<file path="config.mk">
export PLATFORM = sky130hd
export DESIGN_NAME = crm_dev_flat
export DESIGN_NICKNAME = d
export VERILOG_FILES = /design/src/crm_pkg.sv /design/src/crm_if.sv /design/src/crm_dev.sv /design/src/flat_wrapper.sv
export VERILOG_INCLUDE_DIRS = /design/src /design/src/src
export SDC_FILE = /design/constraint.sdc
export NUM_CORES = 2
export LEC_CHECK = 0
export BUFFER_PORTS_ARGS = -buffer_cell sky130_fd_sc_hd__buf_2
export CORE_MARGIN = 10
export CORE_UTILIZATION = 68
export DETAILED_ROUTE_END_ITERATION = 10
export PLACE_DENSITY = 0.86
export SYNTH_ARGS = -nofsm -noshare
export SYNTH_HDL_FRONTEND = slang
export SYNTH_SLANG_ARGS = --single-unit
</file>
<file path="constraint.sdc">
create_clock -name CLK -period 8.7 [get_ports CLK]
set_clock_uncertainty 0.05 [all_clocks]
set_input_delay 0.87 -clock CLK [delete_from_list [all_inputs] [get_ports CLK]]
set_output_delay 0.87 -clock CLK [all_outputs]
set_load 0.005 [all_outputs]
</file>
<file path="src/crm_cfg.svh">
`ifndef CRM_CFG_SVH
`define CRM_CFG_SVH
// control tokens
`define CRM_TOK_WR    8'hC0
`define CRM_TOK_RD    8'hC1
`define CRM_TOK_PWR   8'h24
`define CRM_TOK_PRD   8'h25
`define CRM_TOK_END   8'h01
`define CRM_TOK_ACK   8'h03
`define CRM_TOK_NAK   8'h04
// return field and suppression
`define CRM_RET_LAST  8'h02
`define CRM_SUP_LOW   8'hFF
// destination suffixes
`define CRM_TILE_SFX  16'hC20C
`define CRM_NODE_SFX  16'hC30C
`define CRM_PER_SFX   8'h02
// field lengths, last byte index
`define CRM_WREG_LAST 8'h01
`define CRM_WORD_LAST 8'h03
`define CRM_WORD_LEN  8'h04
// processor-status resource id; longest request message
`define CRM_PS_LOW    8'h0B
`define CRM_PS_SHIFT  8
`define CRM_MSG_MAX   11
`endif

</file>
<file path="src/crm_pkg.sv">
package crm_pkg;
   typedef enum logic [1:0] {
      TGT_NONE = 2'b00,
      TGT_TILE = 2'b01,
      TGT_NODE = 2'b10,
      TGT_PER  = 2'b11
   } crm_tgt_t;

   typedef enum logic [3:0] {
      D_IDLE  = 4'b0000,
      D_RET   = 4'b0001,
      D_REG   = 4'b0010,
      D_SIZE  = 4'b0011,
      D_DATA  = 4'b0100,
      D_END   = 4'b0101,
      D_DRAIN = 4'b0110,
      D_RHDR  = 4'b0111,
      D_RDAT  = 4'b1000,
      D_REND  = 4'b1001
   } crm_dst_t;

   typedef enum logic [1:0] {
      H_IDLE = 2'b00,
      H_SEND = 2'b01,
      H_WAIT = 2'b10,
      H_RDAT = 2'b11
   } crm_hst_t;
endpackage : crm_pkg

</file>
<file path="src/crm_if.sv">
`timescale 1ns/1ps
`default_nettype none
interface crm_if;
   logic        req_valid;
   logic        req_ready;
   logic        req_ctrl;
   logic [7:0]  req_byte;
   logic [31:0] req_dest;
   logic        rsp_valid;
   logic        rsp_ready;
   logic        rsp_ctrl;
   logic [7:0]  rsp_byte;
   logic [23:0] rsp_dest;

   modport dev (
      input  req_valid, req_ctrl, req_byte, req_dest, rsp_ready,
      output req_ready, rsp_valid, rsp_ctrl, rsp_byte, rsp_dest
   );
   modport host (
      output req_valid, req_ctrl, req_byte, req_dest, rsp_ready,
      input  req_ready, rsp_valid, rsp_ctrl, rsp_byte, rsp_dest
   );
endinterface : crm_if
`default_nettype wire

</file>
<file path="src/crm_dev.sv">
`timescale 1ns/1ps
`default_nettype none
`include "crm_cfg.svh"
module crm_dev #(
   parameter int          NREG      = 16,
   parameter int          PREG      = 16,
   parameter logic [15:0] TILE_ID   = 16'h0001, // arbitrary
   parameter logic [15:0] NODE_ID   = 16'h0002, // arbitrary
   parameter logic [7:0]  PERIPH_ID = 8'h03     // arbitrary
) (
   input  wire logic        CLK,
   input  wire logic        ARST_N,
   crm_if.dev               LNK,
   output logic             WR_STB,
   output logic [1:0]       WR_TGT,
   output logic [15:0]      WR_REG,
   output logic [31:0]      WR_DATA
);
   localparam int AW  = (NREG > 1) ? $clog2(NREG) : 1;
   localparam int PAW = (PREG > 1) ? $clog2(PREG) : 1;

   crm_pkg::crm_dst_t state_r;
   crm_pkg::crm_tgt_t tgt_r;
   crm_pkg::crm_tgt_t dest_tgt;
   logic              is_wr_r;
   logic              err_r;
   logic [23:0]       ret_r;
   logic [15:0]       reg_r;
   logic [7:0]        size_r;
   logic [31:0]       dat_r;
   logic [7:0]        cnt_r;
   logic [7:0]        rsp_n_r;
   logic              rsp_ctrl_r;
   logic [7:0]        rsp_byte_r;
   logic [31:0]       tile_mem [NREG];
   logic [31:0]       node_mem [NREG];
   logic [7:0]        per_mem  [PREG];

   logic        take;
   logic        is_end;
   logic        per;
   logic        suppress;
   logic        fin;
   logic        fin_ok;
   logic        op_ok;
   logic [15:0] reg_nxt;
   logic [7:0]  reg_last;
   logic [7:0]  data_last;
   logic [8:0]  size_end;
   logic [7:0]  rd_cnt;
   logic [7:0]  per_rd;
   logic [31:0] word_rd;

   ////////////////////////////////////////////////////////////////////////////
   // decode
   always_comb begin
      dest_tgt = crm_pkg::TGT_NONE;
      if (LNK.req_dest == {TILE_ID, `CRM_TILE_SFX})
         dest_tgt = crm_pkg::TGT_TILE;
      else if (LNK.req_dest == {NODE_ID, `CRM_NODE_SFX})
         dest_tgt = crm_pkg::TGT_NODE;
      else if (LNK.req_dest == {NODE_ID, PERIPH_ID, `CRM_PER_SFX})
         dest_tgt = crm_pkg::TGT_PER;
   end

   assign op_ok = ((LNK.req_byte == `CRM_TOK_WR || LNK.req_byte == `CRM_TOK_RD)
                   && (dest_tgt == crm_pkg::TGT_TILE || dest_tgt == crm_pkg::TGT_NODE))
               || ((LNK.req_byte == `CRM_TOK_PWR || LNK.req_byte == `CRM_TOK_PRD)
                   && dest_tgt == crm_pkg::TGT_PER);

   assign LNK.req_ready = (state_r == crm_pkg::D_IDLE) || (state_r == crm_pkg::D_RET)
                       || (state_r == crm_pkg::D_REG) || (state_r == crm_pkg::D_SIZE)
                       || (state_r == crm_pkg::D_DATA) || (state_r == crm_pkg::D_END)
                       || (state_r == crm_pkg::D_DRAIN);
   assign LNK.rsp_valid = (state_r == crm_pkg::D_RHDR) || (state_r == crm_pkg::D_RDAT)
                       || (state_r == crm_pkg::D_REND);
   assign LNK.rsp_ctrl  = rsp_ctrl_r;
   assign LNK.rsp_byte  = rsp_byte_r;
   assign LNK.rsp_dest  = ret_r;

   assign take      = LNK.req_valid && LNK.req_ready;
   assign is_end    = LNK.req_ctrl && (LNK.req_byte == `CRM_TOK_END);
   assign per       = (tgt_r == crm_pkg::TGT_PER);
   assign suppress  = is_wr_r && (ret_r[7:0] == `CRM_SUP_LOW);
   // a closing token only counts once the return address is complete
   assign fin       = take && is_end && (state_r != crm_pkg::D_IDLE)
                    && (state_r != crm_pkg::D_RET);
   assign fin_ok    = fin && (state_r == crm_pkg::D_END) && !err_r;
   assign reg_nxt   = per ? {8'h00, LNK.req_byte} : {reg_r[7:0], LNK.req_byte};
   assign reg_last  = per ? 8'h00 : `CRM_WREG_LAST;
   assign data_last = per ? (size_r - 8'h01) : `CRM_WORD_LAST;
   assign size_end  = {1'b0, reg_r[7:0]} + {1'b0, LNK.req_byte};
   assign rd_cnt    = (state_r == crm_pkg::D_RHDR) ? 8'h00 : (cnt_r + 8'h01);
   assign per_rd    = per_mem[PAW'(reg_r[7:0] + rd_cnt)];
   assign word_rd   = (tgt_r == crm_pkg::TGT_TILE) ? tile_mem[AW'(reg_r)] : node_mem[AW'(reg_r)];

   ////////////////////////////////////////////////////////////////////////////
   // message parser and reply sequencer
   always_ff @(posedge CLK or negedge ARST_N) begin
      if (!ARST_N) begin
         state_r    <= crm_pkg::D_IDLE;
         tgt_r      <= crm_pkg::TGT_NONE;
         is_wr_r    <= 1'b0;
         err_r      <= 1'b0;
         ret_r      <= 24'h000000;
         reg_r      <= 16'h0000;
         size_r     <= 8'h00;
         dat_r      <= 32'h00000000;
         cnt_r      <= 8'h00;
         rsp_n_r    <= 8'h00;
         rsp_ctrl_r <= 1'b0;
         rsp_byte_r <= 8'h00;
      end else if (fin) begin
         err_r <= !fin_ok;
         cnt_r <= 8'h00;
         if (suppress) begin
            state_r <= crm_pkg::D_IDLE;
         end else begin
            state_r    <= crm_pkg::D_RHDR;
            rsp_ctrl_r <= 1'b1;
            rsp_byte_r <= fin_ok ? `CRM_TOK_ACK : `CRM_TOK_NAK;
            rsp_n_r    <= (fin_ok && !is_wr_r) ? (per ? size_r : `CRM_WORD_LEN) : 8'h00;
            if (fin_ok && !is_wr_r && !per)
               dat_r <= word_rd;
         end
      end else begin
         unique case (state_r)
            crm_pkg::D_IDLE: begin
               // stray data or lone closers before a header are dropped
               if (take && LNK.req_ctrl && !is_end) begin
                  is_wr_r <= (LNK.req_byte == `CRM_TOK_WR) || (LNK.req_byte == `CRM_TOK_PWR);
                  tgt_r   <= dest_tgt;
                  err_r   <= !op_ok;
                  cnt_r   <= 8'h00;
                  state_r <= crm_pkg::D_RET;
               end
            end
            crm_pkg::D_RET: begin
               if (take && LNK.req_ctrl) begin
                  // no return address yet, so nobody to answer
                  state_r <= crm_pkg::D_IDLE;
               end else if (take) begin
                  ret_r <= {ret_r[15:0], LNK.req_byte};
                  if (cnt_r == `CRM_RET_LAST) begin
                     cnt_r   <= 8'h00;
                     state_r <= err_r ? crm_pkg::D_DRAIN : crm_pkg::D_REG;
                  end else begin
                     cnt_r <= cnt_r + 8'h01;
                  end
               end
            end
            crm_pkg::D_REG: begin
               if (take && LNK.req_ctrl) begin
                  err_r   <= 1'b1;
                  state_r <= crm_pkg::D_DRAIN;
               end else if (take) begin
                  reg_r <= reg_nxt;
                  if (cnt_r == reg_last) begin
                     cnt_r <= 8'h00;
                     if (per)
                        state_r <= crm_pkg::D_SIZE;
                     else if (reg_nxt >= 16'(NREG)) begin
                        err_r   <= 1'b1;
                        state_r <= crm_pkg::D_DRAIN;
                     end else
                        state_r <= is_wr_r ? crm_pkg::D_DATA : crm_pkg::D_END;
                  end else begin
                     cnt_r <= cnt_r + 8'h01;
                  end
               end
            end
            crm_pkg::D_SIZE: begin
               if (take && LNK.req_ctrl) begin
                  err_r   <= 1'b1;
                  state_r <= crm_pkg::D_DRAIN;
               end else if (take) begin
                  size_r <= LNK.req_byte;
                  if (LNK.req_byte == 8'h00 || size_end > 9'(PREG)) begin
                     err_r   <= 1'b1;
                     state_r <= crm_pkg::D_DRAIN;
                  end else
                     state_r <= is_wr_r ? crm_pkg::D_DATA : crm_pkg::D_END;
               end
            end
            crm_pkg::D_DATA: begin
               if (take && LNK.req_ctrl) begin
                  err_r   <= 1'b1;
                  state_r <= crm_pkg::D_DRAIN;
               end else if (take) begin
                  dat_r <= {dat_r[23:0], LNK.req_byte};
                  if (cnt_r == data_last) begin
                     cnt_r   <= 8'h00;
                     state_r <= crm_pkg::D_END;
                  end else begin
                     cnt_r <= cnt_r + 8'h01;
                  end
               end
            end
            crm_pkg::D_END: begin
               if (take) begin
                  err_r   <= 1'b1;
                  state_r <= crm_pkg::D_DRAIN;
               end
            end
            crm_pkg::D_DRAIN: begin
               // waits for the closing token, handled above
            end
            crm_pkg::D_RHDR: begin
               if (LNK.rsp_ready) begin
                  if (rsp_n_r != 8'h00) begin
                     state_r    <= crm_pkg::D_RDAT;
                     rsp_ctrl_r <= 1'b0;
                     rsp_byte_r <= per ? per_rd : dat_r[31:24];
                     dat_r      <= {dat_r[23:0], 8'h00};
                  end else begin
                     state_r    <= crm_pkg::D_REND;
                     rsp_byte_r <= `CRM_TOK_END;
                  end
               end
            end
            crm_pkg::D_RDAT: begin
               if (LNK.rsp_ready) begin
                  cnt_r <= cnt_r + 8'h01;
                  if (cnt_r + 8'h01 == rsp_n_r) begin
                     state_r    <= crm_pkg::D_REND;
                     rsp_ctrl_r <= 1'b1;
                     rsp_byte_r <= `CRM_TOK_END;
                  end else begin
                     rsp_byte_r <= per ? per_rd : dat_r[31:24];
                     dat_r      <= {dat_r[23:0], 8'h00};
                  end
               end
            end
            crm_pkg::D_REND: begin
               if (LNK.rsp_ready)
                  state_r <= crm_pkg::D_IDLE;
            end
            default: state_r <= crm_pkg::D_IDLE;
         endcase
      end
   end

   ////////////////////////////////////////////////////////////////////////////
   // register storage; word writes commit only on a clean close
   always_ff @(posedge CLK or negedge ARST_N) begin
      if (!ARST_N) begin
         for (int i = 0; i < NREG; i++) begin
            tile_mem[i] <= 32'h00000000;
            node_mem[i] <= 32'h00000000;
         end
      end else if (fin_ok && is_wr_r && !per) begin
         if (tgt_r == crm_pkg::TGT_TILE)
            tile_mem[AW'(reg_r)] <= dat_r;
         else
            node_mem[AW'(reg_r)] <= dat_r;
      end
   end

   // peripheral bytes land as they arrive; range was checked on the size byte
   always_ff @(posedge CLK or negedge ARST_N) begin
      if (!ARST_N) begin
         for (int i = 0; i < PREG; i++)
            per_mem[i] <= 8'h00;
      end else if (take && !LNK.req_ctrl && state_r == crm_pkg::D_DATA && per && !err_r) begin
         per_mem[PAW'(reg_r[7:0] + cnt_r)] <= LNK.req_byte;
      end
   end

   ////////////////////////////////////////////////////////////////////////////
   // user-side write notification
   always_ff @(posedge CLK or negedge ARST_N) begin
      if (!ARST_N) begin
         WR_STB  <= 1'b0;
         WR_TGT  <= 2'b00;
         WR_REG  <= 16'h0000;
         WR_DATA <= 32'h00000000;
      end else if (fin_ok && is_wr_r && !per) begin
         WR_STB  <= 1'b1;
         WR_TGT  <= tgt_r;
         WR_REG  <= reg_r;
         WR_DATA <= dat_r;
      end else if (take && !LNK.req_ctrl && state_r == crm_pkg::D_DATA && per && !err_r) begin
         WR_STB  <= 1'b1;
         WR_TGT  <= tgt_r;
         WR_REG  <= {8'h00, reg_r[7:0] + cnt_r};
         WR_DATA <= {24'h000000, LNK.req_byte};
      end else begin
         WR_STB <= 1'b0;
      end
   end
endmodule : crm_dev
`default_nettype wire

</file>
<file path="src/flat_wrapper.sv">
// flat-port wrapper written by rule: the top's interface ports become plain ports
module crm_dev_flat 
#(
   parameter int          NREG      = 16,
   parameter int          PREG      = 16,
   parameter logic [15:0] TILE_ID   = 16'h0001,             
   parameter logic [15:0] NODE_ID   = 16'h0002,             
   parameter logic [7:0]  PERIPH_ID = 8'h03                 
)
  (CLK, ARST_N, WR_STB, WR_TGT, WR_REG, WR_DATA, LNK_req_valid, LNK_req_ctrl, LNK_req_byte, LNK_req_dest, LNK_rsp_ready, LNK_req_ready, LNK_rsp_valid, LNK_rsp_ctrl, LNK_rsp_byte, LNK_rsp_dest);
  crm_if LNK_i ();
  input  wire logic CLK;
  input  wire logic ARST_N;
  output logic WR_STB;
  output logic [1:0] WR_TGT;
  output logic [15:0] WR_REG;
  output logic [31:0] WR_DATA;
  input wire logic [$bits(LNK_i.req_valid)-1:0] LNK_req_valid;
  input wire logic [$bits(LNK_i.req_ctrl)-1:0] LNK_req_ctrl;
  input wire logic [$bits(LNK_i.req_byte)-1:0] LNK_req_byte;
  input wire logic [$bits(LNK_i.req_dest)-1:0] LNK_req_dest;
  input wire logic [$bits(LNK_i.rsp_ready)-1:0] LNK_rsp_ready;
  output wire logic [$bits(LNK_i.req_ready)-1:0] LNK_req_ready;
  output wire logic [$bits(LNK_i.rsp_valid)-1:0] LNK_rsp_valid;
  output wire logic [$bits(LNK_i.rsp_ctrl)-1:0] LNK_rsp_ctrl;
  output wire logic [$bits(LNK_i.rsp_byte)-1:0] LNK_rsp_byte;
  output wire logic [$bits(LNK_i.rsp_dest)-1:0] LNK_rsp_dest;
  assign LNK_i.req_valid = LNK_req_valid;
  assign LNK_i.req_ctrl = LNK_req_ctrl;
  assign LNK_i.req_byte = LNK_req_byte;
  assign LNK_i.req_dest = LNK_req_dest;
  assign LNK_i.rsp_ready = LNK_rsp_ready;
  assign LNK_req_ready = LNK_i.req_ready;
  assign LNK_rsp_valid = LNK_i.rsp_valid;
  assign LNK_rsp_ctrl = LNK_i.rsp_ctrl;
  assign LNK_rsp_byte = LNK_i.rsp_byte;
  assign LNK_rsp_dest = LNK_i.rsp_dest;
  crm_dev #(.NREG(NREG), .PREG(PREG), .TILE_ID(TILE_ID), .NODE_ID(NODE_ID), .PERIPH_ID(PERIPH_ID)) u_core (.CLK(CLK), .ARST_N(ARST_N), .LNK(LNK_i), .WR_STB(WR_STB), .WR_TGT(WR_TGT), .WR_REG(WR_REG), .WR_DATA(WR_DATA));
endmodule
</file>
* Word-level counts from Yosys, hierarchy flattened
Index checks and enable logic that the tools add are counted.
Operators by class: add/sub/neg operators 5, $lt $le $gt $ge 7, equality and inequality tests 56, muxes and demuxes 112, bitwise operators 7, reductions and logical operators 65
Operator list (count):
- 512-bit bitwise mux | 2
- 32-bit 2-to-1 mux | 17
- 32-bit binary-select mux with 4-bit select | 2
- 8-bit 2-to-1 mux | 25
- 128-bit bitwise mux | 1
- 32-bit demux with 4-bit select | 1
- 32-bit one-hot mux with 3 select lines | 1
- 4-bit 2-to-1 mux | 22
- 32-bit by 18-bit == test with 1-bit output (second input constant) | 2
- 16-bit 2-to-1 mux | 3
- 4-bit one-hot mux with 10 select lines | 1
- 8-bit one-hot mux with 5 select lines | 1
- 8-bit binary-select mux with 4-bit select | 1
- 8-bit demux with 4-bit select | 1
- 32-bit by 17-bit == test with 1-bit output (second input constant) | 1
- 3-bit by 2-bit != test with 1-bit output (second input constant) | 10
- 8-bit == test | 3
- 8-bit == test (second input constant) | 3
- 1-bit 2-to-1 mux | 23
- 1-bit logical AND | 22
- 9-bit AND reduction | 2
- 4-bit by 3-bit == test with 1-bit output (second input constant) | 4
- 8-bit by 6-bit == test with 1-bit output (second input constant) | 2
- 16-bit by 5-bit >= comparator with 1-bit output (second input constant) | 1
- 44 further kinds | 101
Word-level totals: register bits 1316, input port bits 45, logic and storage cells 316

* Logic depth before layout (Yosys ltp)
depth in word-level cells 18, depth in mapped cells 15, gate-level depth less buffers 13

* Worst setup path before layout
OpenSTA, ideal clock, no wires.
kind register -> register, start reg u_core.reg_r[1], end reg u_core.rsp_byte_r[6] (netlist: u_core.LNK.rsp_byte[6]), arrival 3.733 ns, data required time 8.521 ns, path slack 4.787 ns, stages on the path, launching flop included 14, buffers on the path 5, clock period less this slack 3.913 ns, path through dfrtp_1 > clkbuf_1 > clkbuf_1 > clkbuf_1 > inv_1 > fa_1 > xnor2_1 > clkbuf_1 > clkbuf_1 > mux4_2 > a211oi_1 > a211oi_1 > a21oi_1 > o21ai_0
On the way: longest elaborated chain between the ends 10, elaborated cells between the ends (all ways) 12, classes of those cells 1 x add/sub; 10 x mux; 1 x bitwise
RTL lines:
- from (decl) | RTL line crm_dev.sv:28 | logic [15:0] reg_r;
- from (signal assigned) | RTL line crm_dev.sv:157 | reg_r <= reg_nxt;
- 4-bit adder (*) | RTL line crm_dev.sv:94 | assign per_rd = per_mem[PAW'(reg_r[7:0] + rd_cnt)];
- 4-bit NOT with 5-bit output (not written as such) (*) | RTL line crm_dev.sv:94
- 8-bit binary-select mux with 4-bit select (*) | RTL line crm_dev.sv:94
- 8-bit 2-to-1 mux (not written as such) (*) (2 in series) | RTL line crm_dev.sv:94
- 8-bit 2-to-1 mux (*) | RTL line crm_dev.sv:213, crm_dev.sv:229
- 8-bit 2-to-1 mux, on equally long branches | RTL line crm_dev.sv:224, crm_dev.sv:210
- 8-bit 2-to-1 mux, on equally long branches | RTL line crm_dev.sv:222, crm_dev.sv:209
- 8-bit one-hot mux with 2 select lines (*) | RTL line crm_dev.sv:127 | unique case (state_r)
- 8-bit 2-to-1 mux (*) | RTL line crm_dev.sv:113 | end else if (fin) begin
- to (signal assigned) | RTL line crm_dev.sv:121 | rsp_byte_r <= fin_ok ? `CRM_TOK_ACK : `CRM_TOK_NAK;
- to (signal assigned) | RTL line crm_dev.sv:227 | rsp_byte_r <= `CRM_TOK_END;
- to (signal assigned) | RTL line crm_dev.sv:229 | rsp_byte_r <= per ? per_rd : dat_r[31:24];
- to (decl) | RTL line crm_dev.sv:34 | logic [7:0] rsp_byte_r;
Every way passes the cells marked *; elsewhere a longest branch is shown, timed or not. The select of a mux whose other input is x is not followed. A chain may end at the register's enable or synchronous reset.

* Final worst setup path
start reg u_core.state_r[3], end reg u_core.node_mem[376] (netlist name)
On the way: longest elaborated chain between the ends 16, elaborated cells between the ends (all ways) 24, classes of those cells 7 x eq/ne; 17 x reduce/logical
RTL lines:
- from (decl) | RTL line crm_dev.sv:22 | crm_pkg::crm_dst_t state_r;
- from (signal assigned) | RTL line crm_dev.sv:101 | state_r <= crm_pkg::D_IDLE;
- from (signal assigned) | RTL line crm_dev.sv:117 | state_r <= crm_pkg::D_IDLE;
- from (signal assigned) | RTL line crm_dev.sv:119 | state_r <= crm_pkg::D_RHDR;
- 4-bit by 1-bit == test with 1-bit output / 4-bit logical NOT (equally long branches) | RTL line crm_dev.sv:71 | assign LNK.req_ready = (state_r == crm_pkg::D_IDLE) || (state_r == crm_pkg::D_RET)
- 1-bit logical OR | RTL line crm_dev.sv:71
- 1-bit logical OR (2 in series) | RTL line crm_dev.sv:72 | || (state_r == crm_pkg::D_REG) || (state_r == crm_pkg::D_SIZE)
- 1-bit logical OR (2 in series) | RTL line crm_dev.sv:73 | || (state_r == crm_pkg::D_DATA) || (state_r == crm_pkg::D_END)
- 1-bit logical OR | RTL line crm_dev.sv:74 | || (state_r == crm_pkg::D_DRAIN);
- 1-bit logical AND | RTL line crm_dev.sv:81 | assign take = LNK.req_valid && LNK.req_ready;
- 1-bit logical AND (2 in series) | RTL line crm_dev.sv:86 | assign fin = take && is_end && (state_r != crm_pkg::D_IDLE)
- 1-bit logical AND | RTL line crm_dev.sv:87 | && (state_r != crm_pkg::D_RET);
- 1-bit logical AND (*) (2 in series) | RTL line crm_dev.sv:88 | assign fin_ok = fin && (state_r == crm_pkg::D_END) && !err_r;
- 1-bit logical AND (*) (2 in series) | RTL line crm_dev.sv:251 | end else if (fin_ok && is_wr_r && !per) begin
- 2-bit AND reduction (no source line) (*)
- to (signal, indexed assignment) | RTL line crm_dev.sv:255 | node_mem[AW'(reg_r)] <= dat_r;
- to (decl) | RTL line crm_dev.sv:36 | logic [31:0] node_mem [NREG];
Every way passes the cells marked *; elsewhere a longest branch is shown, timed or not.

==> results.yml <==
synth:
  synth_area_sq_mm: 0.06109
  synth.avg_cell_area_sq_um: 15.00
  syn_nets: 4142
  ys_ff_latch: 1316
  ys_seq_area_share_pct: 53.90
  syn_inst: 4072
  synth-async-reset-ratio_pct: 100.0
  synth_flop_cell: "dfrtp_1"
  synth_warnings: 0
  yosysUniqueCellTypes: 75
  synth-edff-count: 0
place:
  dp_worst_setup_slack_ps: 3816
  gp_congestion: 0.9722
  hpwl_microns: 88830
  portBuffers: 130
power:
  finalPower_mw: 16.36
  powerDensity_mw_per_mm2: 243.7
  p_leak_nw: 32.27
  peakVddDrop_v: 0.0002499
timing:
  finalHoldViolCount: 0
  finalCritPeriodShare_pct: 50.83
  finalSetupViolCount: 0
  fmax_ghz: 0.2261
  tightest_slew_ps: 1351
  slew_headroom_pct: 9.914
  min_period_ps: 4422
  setup_ws_ps: 4278
  rsz0062_at_grt: "false"
  tns_ps: 0
  maxSlewViolCount: 0
detailed_routing:
  dr.first_iter.drc_count: 3952
  wl_per_cell_microns: 28.93
  ant_nets: 0
  routed_wirelength_microns: 154200
  dr.pass1.iters: 8
  vias: 37070
  vias_per_cell: 6.954
  drc: 0
setup_path:
  r2r-start: "u_core.state_r[3]"
  worstPathRequired_ps: 9290
  start_kind: "register"
  max_stage_delay_ps: 770
  cp.arrival_ps: 5010
  crit_type: "register to register"
  crit_chain: "nand3b_1 > or2b_1 > nor3_4 > nand2_2 > or4_1 > nor3_4 > buf_4 > mux2_2"
  crit_top_cell: "nor3_4"
  cp-end-kind: "register"
  critPathMaxFanout: 19
  critPathSlowestCell: "nor3_4"
  reg2reg_depth: 8
  rr_endpoint: "u_core.node_mem[376]"
  r2r_slack_ps: 4280
clocking:
  clk_pin_slew_worst_paths_ps: 60
  clock_latency_ps: 760
  cts_buffers: 136
  cts-root-buf: "clkbuf_16"
  clock_path_buffers: 3
  clock_sinks: 1316
  holdBufCountCts: 0
  cts_resized: 0
  h-tree-depth: 4
  post-cts-setup-buffers: 0
  cts_tree: "yes"
hold_path:
  min_path_type: "input pin to asynchronous set/reset pin"
die:
  dieArea_sq_mm: 0.1022
  core_area_sq_mm: 0.08878
  start_util_pct: 68.81
  ios: 131
  die_h_microns: 319.7
  die_w_microns: 319.7
  rows: 109
outcome:
  status: "finished, final reports clean"
job:
  cap_violations: 0
global_routing:
  grt_start_max_net_pins: 190
  grt_pass1_wl_microns: 240000
  grt_pass1_vias: 38960
  antenna_found_initial: 3
  grtUsageTotal_pct: 30.48
  globalRouteOverflowTotal: 0
final_layout:
  nets: 4131
  synthToLayoutAreaGrowth_pct: 9.896
  drive_above_1_share_pct: 48.13
  finish.utilization_pct: 75.62
## kinds of logic after synthesis
family / count (synthesis) / share of synthesized area (%)
compound gates: 238 / 2.413
xor+xnor: 25 / 0.3584
buf+inv: 383 / 2.699
flops: 1316 / 53.90
fa+ha+maj: 26 / 0.5652
simple gates: 456 / 3.623
mux: 1628 / 36.44
## power by group
group          internal (mW)  switching (mW)
Clock                   3.39            2.47
Sequential              6.30           0.773
Combinational           1.32            2.11
## layout make-up
type,instances,area [sq um]
Antenna cell,1,2.502
Clock buffer,198,3949
Clock inverter,43,541.8
Fill cell,4902,21640
Inverter,20,75.07
Multi-Input combinational cell,2373,26780
Sequential cell,1316,32950
Tap cell,1165,1458
Timing Repair Buffer,214,1384
## metrics by stage
step / cell area (sq um) / std cells / hold WS, ps
after floorplan: 61090 / 4072 / 398.4
after global placement: 62650 / 5088 / 410.4
after detailed placement: 62650 / 5088 / 416.7
after CTS: 67140 / 5329 / 121.3
after global routing: 67140 / 5329 / 137.4
final: 67140 / 5330 / 30.41
## synthesized netlist by cell type, types with 5 or more instances
library cell / count / area share, %
xnor2_1: 17 / 0.24
o21ai_0: 113 / 0.93
a21o_1: 7 / 0.086
a22oi_1: 8 / 0.098
nand3b_1: 5 / 0.061
mux2i_1: 51 / 0.84
buf_4: 25 / 0.31
nand2b_1: 21 / 0.22
mux2_2: 1159 / 21
a211oi_1: 17 / 0.21
a21oi_1: 30 / 0.25
inv_1: 20 / 0.12
o31ai_1: 6 / 0.074
xor2_1: 8 / 0.11
or4_1: 8 / 0.098
nor2b_1: 11 / 0.11
a22o_1: 13 / 0.19
mux4_2: 352 / 13
ha_1: 22 / 0.45
clkbuf_1: 208 / 1.3
nor3_1: 32 / 0.26
nor3_2: 10 / 0.16
buf_1: 46 / 0.28
nor4_1: 13 / 0.13
nand3_1: 21 / 0.17
buf_2: 82 / 0.67
nor2_1: 91 / 0.56
mux2_1: 58 / 1.1
or3_1: 7 / 0.072
nand4_1: 7 / 0.072
nand2_1: 195 / 1.2
mux2_4: 8 / 0.20
dfrtp_1: 1316 / 54
a31oi_1: 7 / 0.072
## placed cells by master, fill, tap and decap left out, types with 6 or more instances in the layout
cell | netlist | layout
dfrtp_1 | 1316 | 1312
mux2_4 | 8 | 8
a31oi_1 | 7 | 7
clkinv_2 | 0 | 17
a22o_1 | 13 | 13
buf_2 | 82 | 129
nor2_1 | 91 | 65
nor4_1 | 13 | 12
nor2_4 | 3 | 29
clkbuf_1 | 208 | 33
ha_1 | 22 | 21
buf_12 | 0 | 8
a22oi_1 | 8 | 8
nor3_1 | 32 | 31
xnor2_1 | 17 | 16
nand3_1 | 21 | 21
o21ai_0 | 113 | 113
nand4_1 | 7 | 7
inv_6 | 0 | 7
inv_1 | 20 | 20
clkbuf_8 | 0 | 27
nand2b_1 | 21 | 20
nor3_4 | 1 | 8
bufinv_16 | 0 | 7
or4_1 | 8 | 7
buf_4 | 25 | 77
or3_1 | 7 | 6
mux2_2 | 1159 | 1159
xor2_1 | 8 | 8
a21o_1 | 7 | 7
mux2i_1 | 51 | 51
mux4_2 | 352 | 352
nor2b_1 | 11 | 11
a211oi_1 | 17 | 17
mux2_1 | 58 | 58
a21oi_1 | 30 | 30
clkbuf_16 | 0 | 138
nand2_1 | 195 | 195
o31ai_1 | 6 | 6
## worst max path at each step
stage | startpoint | endpoint | slack (ps) | cells past startpoint
finish | u_core.state_r[3] | u_core.node_mem[376] | 4280 | 8
global placement | LNK_req_byte[1] | u_core.node_mem[369] | 3880 | 9
detailed placement | LNK_req_byte[1] | u_core.node_mem[383] | 3820 | 9
floorplan | u_core.reg_r[1] | u_core.LNK.rsp_byte[6] | 4790 | 13
global route | u_core.state_r[3] | u_core.node_mem[380] | 4170 | 8
CTS | u_core.state_r[3] | u_core.node_mem[376] | 4380 | 8
## layer usage
metal  GRT usage, %  vias up  wire length (microns)
met5              0        -                     21
met4          12.61        4                   6290
met3          6.744      386                  12490
met2          47.61     1711                  73410
met1          41.64    19910                  61990
li1               -    15060                      -
## critical path, delay by kind of cell (launching register included)
kind / cells / cell delay [ps]
and+or+nand+nor: 6 / 2780
DFF: 1 / 570
buffers and inverters: 1 / 490
muxes: 1 / 390
## sequential cells by signal, summed over array words and instances (netlist names), 16 cells and up
| register | flops |
|---|---|
| u_core.per_mem | 128 |
| u_core.dat_r | 32 |
| u_core.node_mem | 512 |
| u_core.LNK.rsp_dest | 24 |
| u_core.reg_r | 16 |
| u_core.WR_REG | 16 |
| u_core.WR_DATA | 32 |
| u_core.tile_mem | 512 |
(Power assumes the default switching activity.)
